[src/pkg/visa_pkg.sv]
package visa_pkg;
  // input selector codes
  localparam logic [3:0] SEL_CVBS_Y0 = 4'h0;
  localparam logic [3:0] SEL_CVBS_Y2 = 4'h2;
  localparam logic [3:0] SEL_CVBS_C0 = 4'h4;
  localparam logic [3:0] SEL_CVBS_C2 = 4'h6;
  localparam logic [3:0] SEL_SVID_0 = 4'h8;
  localparam logic [3:0] SEL_SVID_2 = 4'hA;
  localparam logic [3:0] SEL_COMP = 4'hF;
  // converter codes
  localparam logic [7:0] CODE_TIP_LO = 8'h02;
  localparam logic [7:0] CODE_TIP_HI = 8'h10;
  localparam logic [7:0] CODE_PORCH = 8'h46;
  localparam logic [7:0] CODE_MAX = 8'hFF;
  // gain/clamp reset values
  localparam logic [7:0] GAIN_RST = 8'h80;
  localparam logic [7:0] CLAMP_RST = 8'h80;
  // input path encodings
  localparam logic [1:0] PATH_ANALOG = 2'h0;
  // lock: consecutive lines with error inside window
  localparam logic [3:0] LOCK_LINES = 4'h8;
  localparam logic [8:0] LOCK_WIN = 9'h004;
  // loop integrator width and base shift
  localparam int ACC_W = 16;
  localparam int SHIFT_BASE = 2;
  // fifo geometry
  localparam int FIFO_W = 8;
  localparam int FIFO_D = 8;
  // itu 656 sync bytes
  localparam logic [7:0] SAV_FF = 8'hFF;
  localparam logic [7:0] SAV_00 = 8'h00;
  typedef enum logic [1:0]
  {
    SYNC_IDLE = 2'b00,
    SYNC_FF = 2'b01,
    SYNC_Z1 = 2'b10,
    SYNC_Z2 = 2'b11
  } visa_sync_e;
endpackage : visa_pkg

[src/rtl/visa_front.sv]
// Functional notes
// - decode selector into composite, s-video, component
// - two paths with gain, clamp, 8-bit converter
// - composite uses luma path only
// - s-video and component enable both paths
// - gain and clamp corrections fed back
// - gain regulates tip to porch difference
// - target select low: tip 2, porch 70
// - target select high: tip 16, porch 70
// - overflow backoff lowers gain at max code
// - freeze holds gain
// - frozen gain takes manual value
// - two-bit time constant selects loop speed
// - speedup doubles tracking rate before lock
// - expansion port feeds scaler through a fifo
// - digital input is 8-bit 656 stream
// - input path field picks analog or digital
// - digital input as timing master or slave
`timescale 1ns/1ps
`default_nettype none
module visa_front
(
  // clock and reset
  input wire logic clock,
  input wire logic rst,
  // command register b and tracking control b bits
  input wire logic [3:0] input_source_select,
  input wire logic gain_target_select,
  input wire logic overflow_gain_backoff_en,
  input wire logic gain_freeze,
  input wire logic [7:0] manual_gain_value,
  input wire logic [1:0] gain_loop_time_const,
  input wire logic acquisition_speedup,
  input wire logic [1:0] input_path_select,
  input wire logic timing_master,
  // converter samples and sampling windows
  input wire logic [7:0] luma_adc,
  input wire logic [7:0] chroma_adc,
  input wire logic sync_tip_strobe,
  input wire logic back_porch_strobe,
  // analog mux controls
  output logic [2:0] luma_mux_sel,
  output logic [2:0] chroma_mux_sel,
  output logic luma_path_en,
  output logic chroma_path_en,
  output logic select_reserved,
  // analog stage controls
  output logic [7:0] luma_gain,
  output logic [7:0] chroma_gain,
  output logic [7:0] luma_clamp,
  output logic [7:0] chroma_clamp,
  output logic gain_locked,
  // expansion video port, three signals per pin
  input wire logic [7:0] expansion_video_port_in,
  output logic [7:0] expansion_video_port_out,
  output logic [7:0] expansion_video_port_oe,
  input wire logic [7:0] decoded_video,
  // external sync lines for slave mode
  input wire logic ext_hsync,
  input wire logic ext_vsync,
  input wire logic use_ext_sync,
  // scaler feed
  output logic scaler_valid,
  input wire logic scaler_ready,
  output logic [7:0] scaler_data,
  output logic scaler_line_start,
  output logic digital_active,
  output logic ext_timing_follow
);
  logic [2:0] nxt_luma_mux;
  logic [2:0] nxt_chroma_mux;
  logic nxt_luma_en;
  logic nxt_chroma_en;
  logic nxt_reserved;
  localparam int ACC_W_L = visa_pkg::ACC_W;
  logic [ACC_W_L-1:0] gain_acc_ff;
  logic [ACC_W_L-1:0] cl_y_acc_ff;
  logic [ACC_W_L-1:0] cl_c_acc_ff;
  logic [7:0] tip_y_ff;
  logic [3:0] lock_cnt_ff;
  logic locked_ff;
  logic ovf_ff;
  logic [7:0] frozen_gain_ff;
  logic freeze_d_ff;
  logic signed [9:0] gain_err;
  logic signed [9:0] cl_y_err;
  logic signed [9:0] cl_c_err;
  logic [7:0] tip_target;
  logic [3:0] shift;
  logic digital_sel;
  visa_pkg::visa_sync_e sync_st_ff;
  logic line_start_ff;
  logic fifo_in_valid;

  // selector decode; unlisted codes switch both paths off
  always_comb
  begin
    nxt_luma_mux = '0;
    nxt_chroma_mux = '0;
    nxt_luma_en = 1'b0;
    nxt_chroma_en = 1'b0;
    nxt_reserved = 1'b0;
    case (input_source_select)
      4'h0, 4'h1, 4'h2:
      begin
        nxt_luma_mux = 3'(input_source_select[1:0]);
        nxt_luma_en = 1'b1;
      end
      4'h4, 4'h5, 4'h6:
      begin
        // chroma pin routed into luma converter for composite
        nxt_luma_mux = 3'h4 | 3'(input_source_select[1:0]);
        nxt_luma_en = 1'b1;
      end
      4'h8, 4'h9, 4'hA:
      begin
        nxt_luma_mux = 3'(input_source_select[1:0]);
        nxt_chroma_mux = 3'(input_source_select[1:0]);
        nxt_luma_en = 1'b1;
        nxt_chroma_en = 1'b1;
      end
      4'hF:
      begin
        // y on third luma pin, cb/cr both on second chroma pin (select 1)
        nxt_luma_mux = 3'h2;
        nxt_chroma_mux = 3'h1;
        nxt_luma_en = 1'b1;
        nxt_chroma_en = 1'b1;
      end
      default:
        nxt_reserved = 1'b1;
    endcase
  end

  // registered mux controls
  always_ff @(posedge clock or posedge rst)
  begin
    if (rst)
    begin
      luma_mux_sel <= 3'h0;
      chroma_mux_sel <= 3'h0;
      luma_path_en <= 1'b0;
      chroma_path_en <= 1'b0;
      select_reserved <= 1'b0;
    end
    else
    begin
      luma_mux_sel <= nxt_luma_mux;
      chroma_mux_sel <= nxt_chroma_mux;
      luma_path_en <= nxt_luma_en && !digital_sel;
      chroma_path_en <= nxt_chroma_en && !digital_sel;
      select_reserved <= nxt_reserved;
    end
  end

  // tip target picked by target select, porch fixed
  assign tip_target = gain_target_select ? visa_pkg::CODE_TIP_HI
                                         : visa_pkg::CODE_TIP_LO;
  // error = wanted swing minus measured swing
  assign gain_err = $signed({2'b00, visa_pkg::CODE_PORCH})
                  - $signed({2'b00, tip_target})
                  - ($signed({2'b00, luma_adc}) - $signed({2'b00, tip_y_ff}));
  // clamp error pulls porch onto its code
  assign cl_y_err = $signed({2'b00, visa_pkg::CODE_PORCH})
                  - $signed({2'b00, luma_adc});
  assign cl_c_err = $signed({2'b00, visa_pkg::CODE_PORCH})
                  - $signed({2'b00, chroma_adc});
  // slower constant means bigger shift; speedup lowers it by one before lock
  assign shift = 4'(visa_pkg::SHIFT_BASE) + {2'b00, gain_loop_time_const}
               - {3'b000, acquisition_speedup && !locked_ff};

  // sync tip sample capture
  always_ff @(posedge clock or posedge rst)
  begin
    if (rst)
      tip_y_ff <= visa_pkg::CODE_TIP_LO;
    else if (sync_tip_strobe)
      tip_y_ff <= luma_adc;
  end

  // overflow seen anywhere in the line; a hit on the clear cycle wins
  always_ff @(posedge clock or posedge rst)
  begin
    if (rst)
      ovf_ff <= 1'b0;
    else if (luma_adc == visa_pkg::CODE_MAX
             || chroma_adc == visa_pkg::CODE_MAX)
      ovf_ff <= 1'b1;
    else if (back_porch_strobe)
      ovf_ff <= 1'b0;
  end

  // gain integrator, updated once per line at back porch
  always_ff @(posedge clock or posedge rst)
  begin
    if (rst)
      gain_acc_ff <= {visa_pkg::GAIN_RST, 8'h00};
    else if (gain_freeze)
      gain_acc_ff <= gain_acc_ff;
    else if (back_porch_strobe && overflow_gain_backoff_en && ovf_ff)
    begin
      // backoff wins over normal tracking
      if (gain_acc_ff[ACC_W_L-1:8] != 8'h00)
        gain_acc_ff <= gain_acc_ff - 16'h0100;
    end
    else if (back_porch_strobe)
      gain_acc_ff <= sat_add(gain_acc_ff,
                             16'($signed(gain_err) <<< 6) >>> shift);
  end

  // saturating add of signed step
  function automatic logic [15:0] sat_add(input logic [15:0] a,
                                          input logic signed [15:0] d);
    logic signed [17:0] s;
    s = $signed({2'b00, a}) + 18'(d);
    if (s < 0)
      sat_add = 16'h0000;
    else if (s > 18'sh0FFFF)
      sat_add = 16'hFFFF;
    else
      sat_add = s[15:0];
  endfunction : sat_add

  // clamp integrators track porch code
  always_ff @(posedge clock or posedge rst)
  begin
    if (rst)
    begin
      cl_y_acc_ff <= {visa_pkg::CLAMP_RST, 8'h00};
      cl_c_acc_ff <= {visa_pkg::CLAMP_RST, 8'h00};
    end
    else if (back_porch_strobe)
    begin
      cl_y_acc_ff <= sat_add(cl_y_acc_ff,
                             16'($signed(cl_y_err) <<< 6) >>> shift);
      if (chroma_path_en)
        cl_c_acc_ff <= sat_add(cl_c_acc_ff,
                               16'($signed(cl_c_err) <<< 6) >>> shift);
    end
  end

  // gain held at freeze; manual value then drives the stage
  always_ff @(posedge clock or posedge rst)
  begin
    if (rst)
    begin
      freeze_d_ff <= 1'b0;
      frozen_gain_ff <= visa_pkg::GAIN_RST;
    end
    else
    begin
      freeze_d_ff <= gain_freeze;
      if (gain_freeze && !freeze_d_ff)
        frozen_gain_ff <= gain_acc_ff[15:8];
      else if (gain_freeze)
        frozen_gain_ff <= manual_gain_value;
    end
  end

  // lock after several quiet lines
  always_ff @(posedge clock or posedge rst)
  begin
    if (rst)
    begin
      lock_cnt_ff <= 4'h0;
      locked_ff <= 1'b0;
    end
    else if (back_porch_strobe)
    begin
      if (gain_err > $signed({1'b0, visa_pkg::LOCK_WIN})
          || gain_err < -$signed({1'b0, visa_pkg::LOCK_WIN}))
      begin
        lock_cnt_ff <= 4'h0;
        locked_ff <= 1'b0;
      end
      else if (lock_cnt_ff == visa_pkg::LOCK_LINES)
        locked_ff <= 1'b1;
      else
        lock_cnt_ff <= lock_cnt_ff + 4'h1;
    end
  end

  // stage outputs; both paths share one gain word
  always_ff @(posedge clock or posedge rst)
  begin
    if (rst)
    begin
      luma_gain <= visa_pkg::GAIN_RST;
      chroma_gain <= visa_pkg::GAIN_RST;
      luma_clamp <= visa_pkg::CLAMP_RST;
      chroma_clamp <= visa_pkg::CLAMP_RST;
      gain_locked <= 1'b0;
    end
    else
    begin
      luma_gain <= gain_freeze ? frozen_gain_ff : gain_acc_ff[15:8];
      chroma_gain <= gain_freeze ? frozen_gain_ff : gain_acc_ff[15:8];
      luma_clamp <= cl_y_acc_ff[15:8];
      chroma_clamp <= cl_c_acc_ff[15:8];
      gain_locked <= locked_ff;
    end
  end

  // digital input path selection
  assign digital_sel = (input_path_select != visa_pkg::PATH_ANALOG);
  assign digital_active = digital_sel;
  assign ext_timing_follow = digital_sel && !timing_master;

  // port drives decoded video only in analog mode
  always_ff @(posedge clock or posedge rst)
  begin
    if (rst)
    begin
      expansion_video_port_out <= 8'h00;
      expansion_video_port_oe <= 8'h00;
    end
    else
    begin
      expansion_video_port_out <= decoded_video;
      expansion_video_port_oe <= digital_sel ? 8'h00 : 8'hFF;
    end
  end

  // 656 preamble hunt: FF 00 00 then code word
  always_ff @(posedge clock or posedge rst)
  begin
    if (rst)
    begin
      sync_st_ff <= visa_pkg::SYNC_IDLE;
      line_start_ff <= 1'b0;
    end
    else
    begin
      line_start_ff <= 1'b0;
      case (sync_st_ff)
        visa_pkg::SYNC_IDLE:
          if (expansion_video_port_in == visa_pkg::SAV_FF)
            sync_st_ff <= visa_pkg::SYNC_FF;
        // a run of FF keeps hunting so the preamble is never missed
        visa_pkg::SYNC_FF:
          if (expansion_video_port_in == visa_pkg::SAV_00)
            sync_st_ff <= visa_pkg::SYNC_Z1;
          else if (expansion_video_port_in != visa_pkg::SAV_FF)
            sync_st_ff <= visa_pkg::SYNC_IDLE;
        visa_pkg::SYNC_Z1:
          sync_st_ff <= (expansion_video_port_in == visa_pkg::SAV_00)
                      ? visa_pkg::SYNC_Z2 : visa_pkg::SYNC_IDLE;
        visa_pkg::SYNC_Z2:
        begin
          // code word: bit4 low marks start of active video
          sync_st_ff <= visa_pkg::SYNC_IDLE;
          line_start_ff <= !expansion_video_port_in[4] && !use_ext_sync;
        end
        default:
          sync_st_ff <= visa_pkg::SYNC_IDLE;
      endcase
    end
  end

  // slave timing from sync lines or embedded codes
  always_ff @(posedge clock or posedge rst)
  begin
    if (rst)
      scaler_line_start <= 1'b0;
    else if (ext_timing_follow)
      scaler_line_start <= use_ext_sync ? (ext_hsync && !ext_vsync)
                                        : line_start_ff;
    else
      scaler_line_start <= 1'b0;
  end

  // fifo absorbs scaler stalls; preamble bytes are not data
  assign fifo_in_valid = digital_sel
                      && expansion_video_port_in != visa_pkg::SAV_FF
                      && sync_st_ff == visa_pkg::SYNC_IDLE;

  visa_fifo #(
    .WIDTH(visa_pkg::FIFO_W),
    .DEPTH(visa_pkg::FIFO_D)
  ) u_fifo (
    .clock(clock),
    .rst(rst),
    .in_valid(fifo_in_valid),
    .in_ready(),
    .in_data(expansion_video_port_in),
    .out_valid(scaler_valid),
    .out_ready(scaler_ready),
    .out_data(scaler_data)
  );
endmodule : visa_front
`default_nettype wire

[src/rtl/visa_fifo.sv]
`timescale 1ns/1ps
`default_nettype none
module visa_fifo #(
  parameter int WIDTH = 8,
  parameter int DEPTH = 8
)
(
  // clock and reset
  input wire logic clock,
  input wire logic rst,
  // fill side
  input wire logic in_valid,
  output logic in_ready,
  input wire logic [WIDTH-1:0] in_data,
  // drain side
  output logic out_valid,
  input wire logic out_ready,
  output logic [WIDTH-1:0] out_data
);
  localparam int AW = $clog2(DEPTH);
  logic [WIDTH-1:0] mem [DEPTH];
  logic [AW-1:0] wr_ptr_ff;
  logic [AW-1:0] rd_ptr_ff;
  logic [AW:0] count_ff;
  logic push;
  logic pop;

  // honest full and empty from occupancy
  assign in_ready = (count_ff != (AW+1)'(DEPTH));
  assign out_valid = (count_ff != '0);
  assign push = in_valid && in_ready;
  assign pop = out_valid && out_ready;
  assign out_data = mem[rd_ptr_ff];

  // storage has no reset, only pointers and count do
  always_ff @(posedge clock)
  begin
    if (push)
      mem[wr_ptr_ff] <= in_data;
  end

  // pointers wrap at depth
  always_ff @(posedge clock or posedge rst)
  begin
    if (rst)
    begin
      wr_ptr_ff <= '0;
      rd_ptr_ff <= '0;
      count_ff <= '0;
    end
    else
    begin
      if (push)
        wr_ptr_ff <= (wr_ptr_ff == AW'(DEPTH-1)) ? '0 : wr_ptr_ff + 1'b1;
      if (pop)
        rd_ptr_ff <= (rd_ptr_ff == AW'(DEPTH-1)) ? '0 : rd_ptr_ff + 1'b1;
      count_ff <= count_ff + (AW+1)'(push) - (AW+1)'(pop);
    end
  end
endmodule : visa_fifo
`default_nettype wire

[config.mk]
export PLATFORM = sky130hd
export DESIGN_NAME = visa_front
export DESIGN_NICKNAME = d
export VERILOG_FILES = /design/src/pkg/visa_pkg.sv /design/src/rtl/visa_front.sv /design/src/rtl/visa_fifo.sv
export SDC_FILE = /design/constraint.sdc
export NUM_CORES = 1
export LEC_CHECK = 0
export BUFFER_PORTS_ARGS = -buffer_cell sky130_fd_sc_hd__buf_2
export CAP_MARGIN = 20
export CORE_UTILIZATION = 50
export CTS_CLUSTER_SIZE = 28
export DETAILED_ROUTE_END_ITERATION = 10
export GPL_ROUTABILITY_DRIVEN = 1
export GPL_TIMING_DRIVEN = 0
export PLACE_DENSITY = 0.69
export SYNTH_ARGS = -nofsm -noshare
export SYNTH_HDL_FRONTEND = slang
export SYNTH_SLANG_ARGS = --single-unit
[constraint.sdc]
create_clock -name clock -period 13.55 [get_ports clock]
set_input_delay 2.0325 -clock clock [delete_from_list [all_inputs] [get_ports clock]]
set_output_delay 2.0325 -clock clock [all_outputs]
set_load 0.02 [all_outputs]
==> flow_summary.ini, run 1 <==
[final_layout]
diodes = 0
layout.cell_area.non_filler_sq_um = 13880
fillers = 2072
final_nets = 1499
fraction_of_final_layout_cells_sized_beyond_drive_strength_1 = 0.1924
area_growth_syn_to_layout_pct = 14.53

[power_and_ir_drop]
p_leak_uw = 0.006225
share_clk_of_total_power = 0.199
ir_drop_uv = 103.9
power_density_nw_per_um2 = 205.4
comb_power_frac = 0.501
internal_power_uw = 1641
sw_frac_of_total = 0.4245
netsw_uw = 1210
sequential_power_share = 0.299

[floorplanning]
floorplan.core_area_sq_um = 23610
initial_core_util = 0.5134
die_width_um = 157.7
die_h_um = 157.7
std_cell_rows = 56
die_area_sq_um = 24870
io_pins = 131

[cts]
ctsLongestPathBuffers = 2
holdBufCountCts = 0
worstSkewPairLatency_ns = 0.46
post_cts.repair.setup_buffers = 0
cts.htree.levels = 4
clk_transition_reported_paths_ns = 0.08
cts.sinks = 191
ctsResizeCount = 0
clock_tree.root_cell = sky130_fd_sc_hd__clkbuf_16
inserted_clock_buffers = 17
cts_tree = done

[yosys]
syn_avg_cell_area_sq_um = 10.11
ys_warn_count = 0
ys_seq_area_frac = 0.4216
netlist_area_sq_um = 12120
top_cells_by_area_synth = sky130_fd_sc_hd__dfrtp_1 (25%), sky130_fd_sc_hd__edfxtp_1 (16%), sky130_fd_sc_hd__ha_1 (8.6%), sky130_fd_sc_hd__nor2_1 (4.1%), sky130_fd_sc_hd__a21oi_1 (3.4%)
synth.top_cells.by_count = sky130_fd_sc_hd__nor2_1 (133), sky130_fd_sc_hd__dfrtp_1 (119), sky130_fd_sc_hd__nand2_1 (85), sky130_fd_sc_hd__a21oi_1 (83), sky130_fd_sc_hd__ha_1 (83)
postSynthCellCount = 1199
synth_cell_type_count = 89
synth_largest_type_area_fraction = 0.2457
yosysTopAreaCell = sky130_fd_sc_hd__dfrtp_1
syn-num-nets = 1349
synth_enable_flop_cells = 64
yosys.cell_count.top_type = sky130_fd_sc_hd__nor2_1
synth-seq-cells = 191
ys.flop_type = sky130_fd_sc_hd__dfrtp_1
async_flop_share = 0.6649

[detailed_routing]
post_dr_wirelength_cell_um = 16.84
drc_errors = 0
antenna_left = 0
vias = 9577
drt_iter0_markers = 539
drtPass1Iterations = 5
drt-vias-per-instance = 5.697
drt_total_wl_um = 28310

[sta]
hold_viol = 0
setup_repair_after_global_routing_missed_its_margin = false
fin_crit_sh = 0.6061
timing.max_slew.rel_slack = 0.3783
fin_worst_hold_slack_ns = 0.3817
max_freq_ghz = 0.1218
setup_violations = 0
fin_setup_tns_ns = 0
fin_worst_skew_ns = 0.02613
finalWorstPathRequiredPeriod_ns = 8.212
layout_setup_ws_ns = 5.338
tightest_slew_ns = 0.9291
final-max-slew-violation-count = 0

[placement]
place_congestion = 0.9089
place_area_sq_um = 13220
port_buffers = 125
preCtsSetupSlack_ns = 4.979
post-dp-hpwl_um = 20510

[grt]
largest_net_degree_at_the_start_of_global_routing = 78
grt_overflow = 0
grt_use_total = 0.2354
grt_first_pass_wirelength_um = 45840
first_global_vias = 9113
number_of_antenna_violations_at_the_first_check_in_global_routing = 0

[critical_path]
timing.reg2reg.setup_slack_ns = 6.77
critPathKind = input port to flip-flop
cp_data_arrival_time_ns = 8.53
cp_common_cell = sky130_fd_sc_hd__o21ai_0
crit_start = luma_adc[0]
worstSetupStartpointType = input port
worstSetupEndpoint = gain_acc_ff[12]$_DFFE_PP0P_
worst-path-max-fanout = 10
worstRegToRegCells = 29
slowest_stage = sky130_fd_sc_hd__a21oi_1
cp-end-kind = flip-flop
crit_path_max_incr_delay_ns = 0.48
r2r_start = tip_y_ff[0]$_DFFE_PP0P_
critPathRequiredTime_ns = 13.86
r2r_end = gain_acc_ff[12]$_DFFE_PP0P_

[hold_path]
hold_path_class = flip-flop to flip-flop

[outcome]
status = finished clean

[run]
max-cap-violations = 0
[cells in the final DEF, fill, tap and decap left out, drive strengths merged, types with 51 or more instances in the layout]
master	Yosys	final
buf	31	161
nor2	134	134
dfrtp	119	119
nand2	85	85
a21oi	85	85
ha	83	83
o21ai	82	82
inv	51	65
edfxtp	64	64
clkbuf	34	51
[power groups by stage]
stage / Clock, uW / Combinational [uW] / Sequential (uW)
after detailed placement: 0 / 1410 / 865
after global routing: 598 / 1600 / 873
final: 569 / 1430 / 853
after floorplan: 0 / 1070 / 875
after CTS: 579 / 1430 / 854
after global placement: 0 / 1380 / 859
[critical path: cells and delay by family]
kind,cells,cell delay (ns)
mux,1,0.33
buf+inv,5,0.79
fa+ha+maj,4,1.28
compound gates,15,3.30
xor+xnor,1,0.16
simple gates,5,0.60
[final cells by class]
cell class,instances,area (sq um),area share
multi-input cells,892,6501,0.4683
flip-flops and latches,191,5110,0.3681
repair buffers,131,688.2,0.04957
clock buffers,17,425.4,0.03064
well taps,319,399.1,0.02875
plain buffers,65,329.1,0.02370
clock inverters,15,234.0,0.01685
inverters,51,196.4,0.01415
[stage by stage]
| step | cells | utilization | power, uW |
|---|---|---|---|
| global route | 1681 | 0.5880 | 3073 |
| CTS | 1681 | 0.5880 | 2859 |
| finish | 1681 | 0.5880 | 2851 |
| detailed placement | 1649 | 0.5600 | 2279 |
| global placement | 1643 | 0.5568 | 2237 |
| floorplan | 1199 | - | 1946 |
[sequential cells by signal, indices dropped and copies added, names as in the netlist, 3 cells and up]
name and flops:
gain_acc_ff 16, frozen_gain_ff 8, u_fifo.rd_ptr_ff 3, tip_y_ff 8
luma_clamp 8, chroma_clamp 8, cl_y_acc_ff 16, chroma_gain 8
cl_c_acc_ff 16, lock_cnt_ff 4, u_fifo.mem 64, luma_mux_sel 3
u_fifo.count_ff 4, expansion_video_port_out 8, u_fifo.wr_ptr_ff 3
[worst min-delay path by stage]
stage                                    endpoint  cells after the start                        start
after global routing      luma_clamp[7]$_DFF_PP1_                      0  cl_y_acc_ff[15]$_DFFE_PP1P_
after global placement    luma_clamp[7]$_DFF_PP1_                      0  cl_y_acc_ff[15]$_DFFE_PP1P_
after CTS                 luma_clamp[7]$_DFF_PP1_                      0  cl_y_acc_ff[15]$_DFFE_PP1P_
after floorplan           luma_clamp[7]$_DFF_PP1_                      0  cl_y_acc_ff[15]$_DFFE_PP1P_
final                     luma_clamp[7]$_DFF_PP1_                      0  cl_y_acc_ff[15]$_DFFE_PP1P_
after detailed placement  luma_clamp[7]$_DFF_PP1_                      0  cl_y_acc_ff[15]$_DFFE_PP1P_
[logic make-up after synthesis]
family / share of synthesized area
flip-flops: 0.4216
buffers and inverters: 0.04294
adder cells (fa/ha/maj): 0.09558
multiplexers: 0.08082
AND/OR/NAND/NOR: 0.1377
other: 0.0003094
AO/OA/AOI/OAI: 0.1757
XOR/XNOR: 0.04542
[routing by layer]
metal  share of wire  wire length [um]  vias up  GRT usage
met5               0                 0        -          0
met4           0.015               419        0    0.06426
met3           0.050              1404       33    0.03750
met2            0.47             13390      305     0.3866
met1            0.46             13090     4552     0.3218
li1                -                 -     4687          -
No activity file was read; power rests on OpenSTA's default activity.
==> run 2, diff against run 1 <==
- PLACE_DENSITY: 0.69 -> 0.71
- clock period: 13.55 -> 7.5 ns (I/O delays scaled with it)
==> flow_summary.ini, run 2 (synthesized netlist as in run 1, its figures left out) <==
[sta]
timing.max_slew.rel_slack = 0.3484
finalWorstPathRequiredPeriod_ns = 7.009
fin_worst_skew_ns = 0.01737
setup_repair_after_global_routing_missed_its_margin = false
setup_violations = 0
max_freq_ghz = 0.1427
fin_worst_hold_slack_ns = 0.3822
fin_crit_sh = 0.9346
hold_viol = 0
tightest_slew_ns = 0.9671
final-max-slew-violation-count = 0

[floorplanning]
floorplan.core_area_sq_um = 23610
io_pins = 131
initial_core_util = 0.5134
die_width_um = 157.7
die_area_sq_um = 24870
die_h_um = 157.7
std_cell_rows = 56

[final_layout]
fraction_of_final_layout_cells_sized_beyond_drive_strength_1 = 0.1949
fin_util = 0.5893
final_nets = 1502
diodes = 0
area_growth_syn_to_layout_pct = 14.79
number_of_flip_flops_under_the_largest_register_name = 64
regMostFlops = u_fifo.mem
layout_common_cells = sky130_fd_sc_hd__nor2_1 (133), sky130_fd_sc_hd__buf_2 (130), sky130_fd_sc_hd__dfrtp_1 (119)
layout.cells.most_common = sky130_fd_sc_hd__nor2_1
layout.cell_area.non_filler_sq_um = 13910

[critical_path]
cp-end-kind = flip-flop
crit_path_max_incr_delay_ns = 0.41
timing.reg2reg.setup_slack_ns = 0.98
critPathRequiredTime_ns = 7.86
path_delay_family = compound AO/OA/AOI/OAI gates
worst-path-max-fanout = 10
crit_buf_inv = 6
cp_common_cell = sky130_fd_sc_hd__o21ai_0
worstSetupStartpointType = input port
slowest_stage = sky130_fd_sc_hd__fa_1
cp_data_arrival_time_ns = 7.37
critPathKind = input port to flip-flop

[placement]
place_area_sq_um = 13220
post-dp-hpwl_um = 20530
port_buffers = 125
place_congestion = 0.9059

[cts]
ctsLongestPathBuffers = 2
cts.sinks = 191
clock_tree.root_cell = sky130_fd_sc_hd__clkbuf_16
holdBufCountCts = 0
cts.htree.levels = 4
worstSkewPairLatency_ns = 0.45
cts_tree = done
inserted_clock_buffers = 17
clk_transition_reported_paths_ns = 0.08

[grt]
grt_use_total = 0.2324
grt_overflow = 0
largest_net_degree_at_the_start_of_global_routing = 73
number_of_antenna_violations_at_the_first_check_in_global_routing = 0
grt_first_pass_wirelength_um = 45350
first_global_vias = 9009

[power_and_ir_drop]
power.total_uw = 5140
ir_drop_uv = 147.6
p_leak_uw = 0.006240
power_density_nw_per_um2 = 369.4

[detailed_routing]
drtPass1Iterations = 5
drc_errors = 0
drt_total_wl_um = 27760
drt_iter0_markers = 627
vias = 9580
antenna_left = 0
post_dr_wirelength_cell_um = 16.49
drt-vias-per-instance = 5.689

[run]
max-cap-violations = 0

[outcome]
status = finished clean

[hold_path]
hold_path_class = flip-flop to flip-flop
## run 2: cell types whose count changed in the layout (fill, tap and decap cells not counted)
cell / before / now
sky130_fd_sc_hd__a21oi_2: 2 / 3
sky130_fd_sc_hd__buf_4: 21 / 25
sky130_fd_sc_hd__clkdlybuf4s18_2: 1 / 0
sky130_fd_sc_hd__inv_6: 3 / 2
sky130_fd_sc_hd__a21oi_1: 83 / 82
sky130_fd_sc_hd__clkinv_8: 1 / 2
## run 2: where the power goes
group | internal (uW) | switching [uW]
combinational | 1110 | 1470
sequential | 1370 | 166
clock | 487 | 534
## run 2: worst reg2reg max path: cells and delay by family (launching register included)
kind	cells	cell delay, ns
simple gates	5	0.62
compound gates	15	3.22
mux	1	0.18
xor+xnor	1	0.16
flops	1	0.39
fa+ha+maj	4	1.21
buf+inv	4	0.63
## run 2: area by class of cell
| class | instances | area, sq um |
|---|---|---|
| fill | 2059 | 9698 |
| clock buffer | 17 | 425.4 |
| buffer | 65 | 329.1 |
| inverter | 51 | 196.4 |
| sequential | 191 | 5110 |
| multi-input combinational | 892 | 6505 |
| timing repair buffer | 134 | 708.2 |
| clock inverter | 15 | 241.5 |
| tap | 319 | 399.1 |
## run 2: worst paths after layout
| path | from | end | cells after the start |
|---|---|---|---|
| max | luma_adc[0] | gain_acc_ff[10]$_DFFE_PP0P_ | 32 |
| min | cl_y_acc_ff[15]$_DFFE_PP1P_ | luma_clamp[7]$_DFF_PP1_ | 0 |
| max reg2reg | tip_y_ff[0]$_DFFE_PP0P_ | gain_acc_ff[10]$_DFFE_PP0P_ | 30 |
| min reg2reg | cl_y_acc_ff[15]$_DFFE_PP1P_ | luma_clamp[7]$_DFF_PP1_ | 0 |
| max in group asynchronous | rst | chroma_gain[7]$_DFF_PP1_ | 3 |
| min in group asynchronous | rst | u_fifo.rd_ptr_ff[2]$_DFFE_PP0P_ | 2 |
## run 2: timing repair
item	CTS	global route
buffers inserted	0	3
setup endpoints to repair	0	15
gates resized for setup	0	1
## run 2: per-layer routing
| layer | global-route usage | wire length [um] | up-vias |
|---|---|---|---|
| li1 | - | - | 4693 |
| met2 | 0.3795 | 13100 | 262 |
| met3 | 0.03778 | 1253 | 44 |
| met4 | 0.07074 | 531 | 0 |
| met5 | 0 | 0 | - |
| met1 | 0.3162 | 12880 | 4581 |
## run 2: stage by stage
stage | setup TNS, ns | setup slack [ns] | instances
global placement | -1.205 | -0.1684 | 1643
detailed placement | -1.651 | -0.2077 | 1649
finish | 0 | 0.4908 | 1684
floorplan | 0 | 1.121 | 1199
global route | 0 | 0.03866 | 1684
CTS | 0 | 0.2414 | 1681
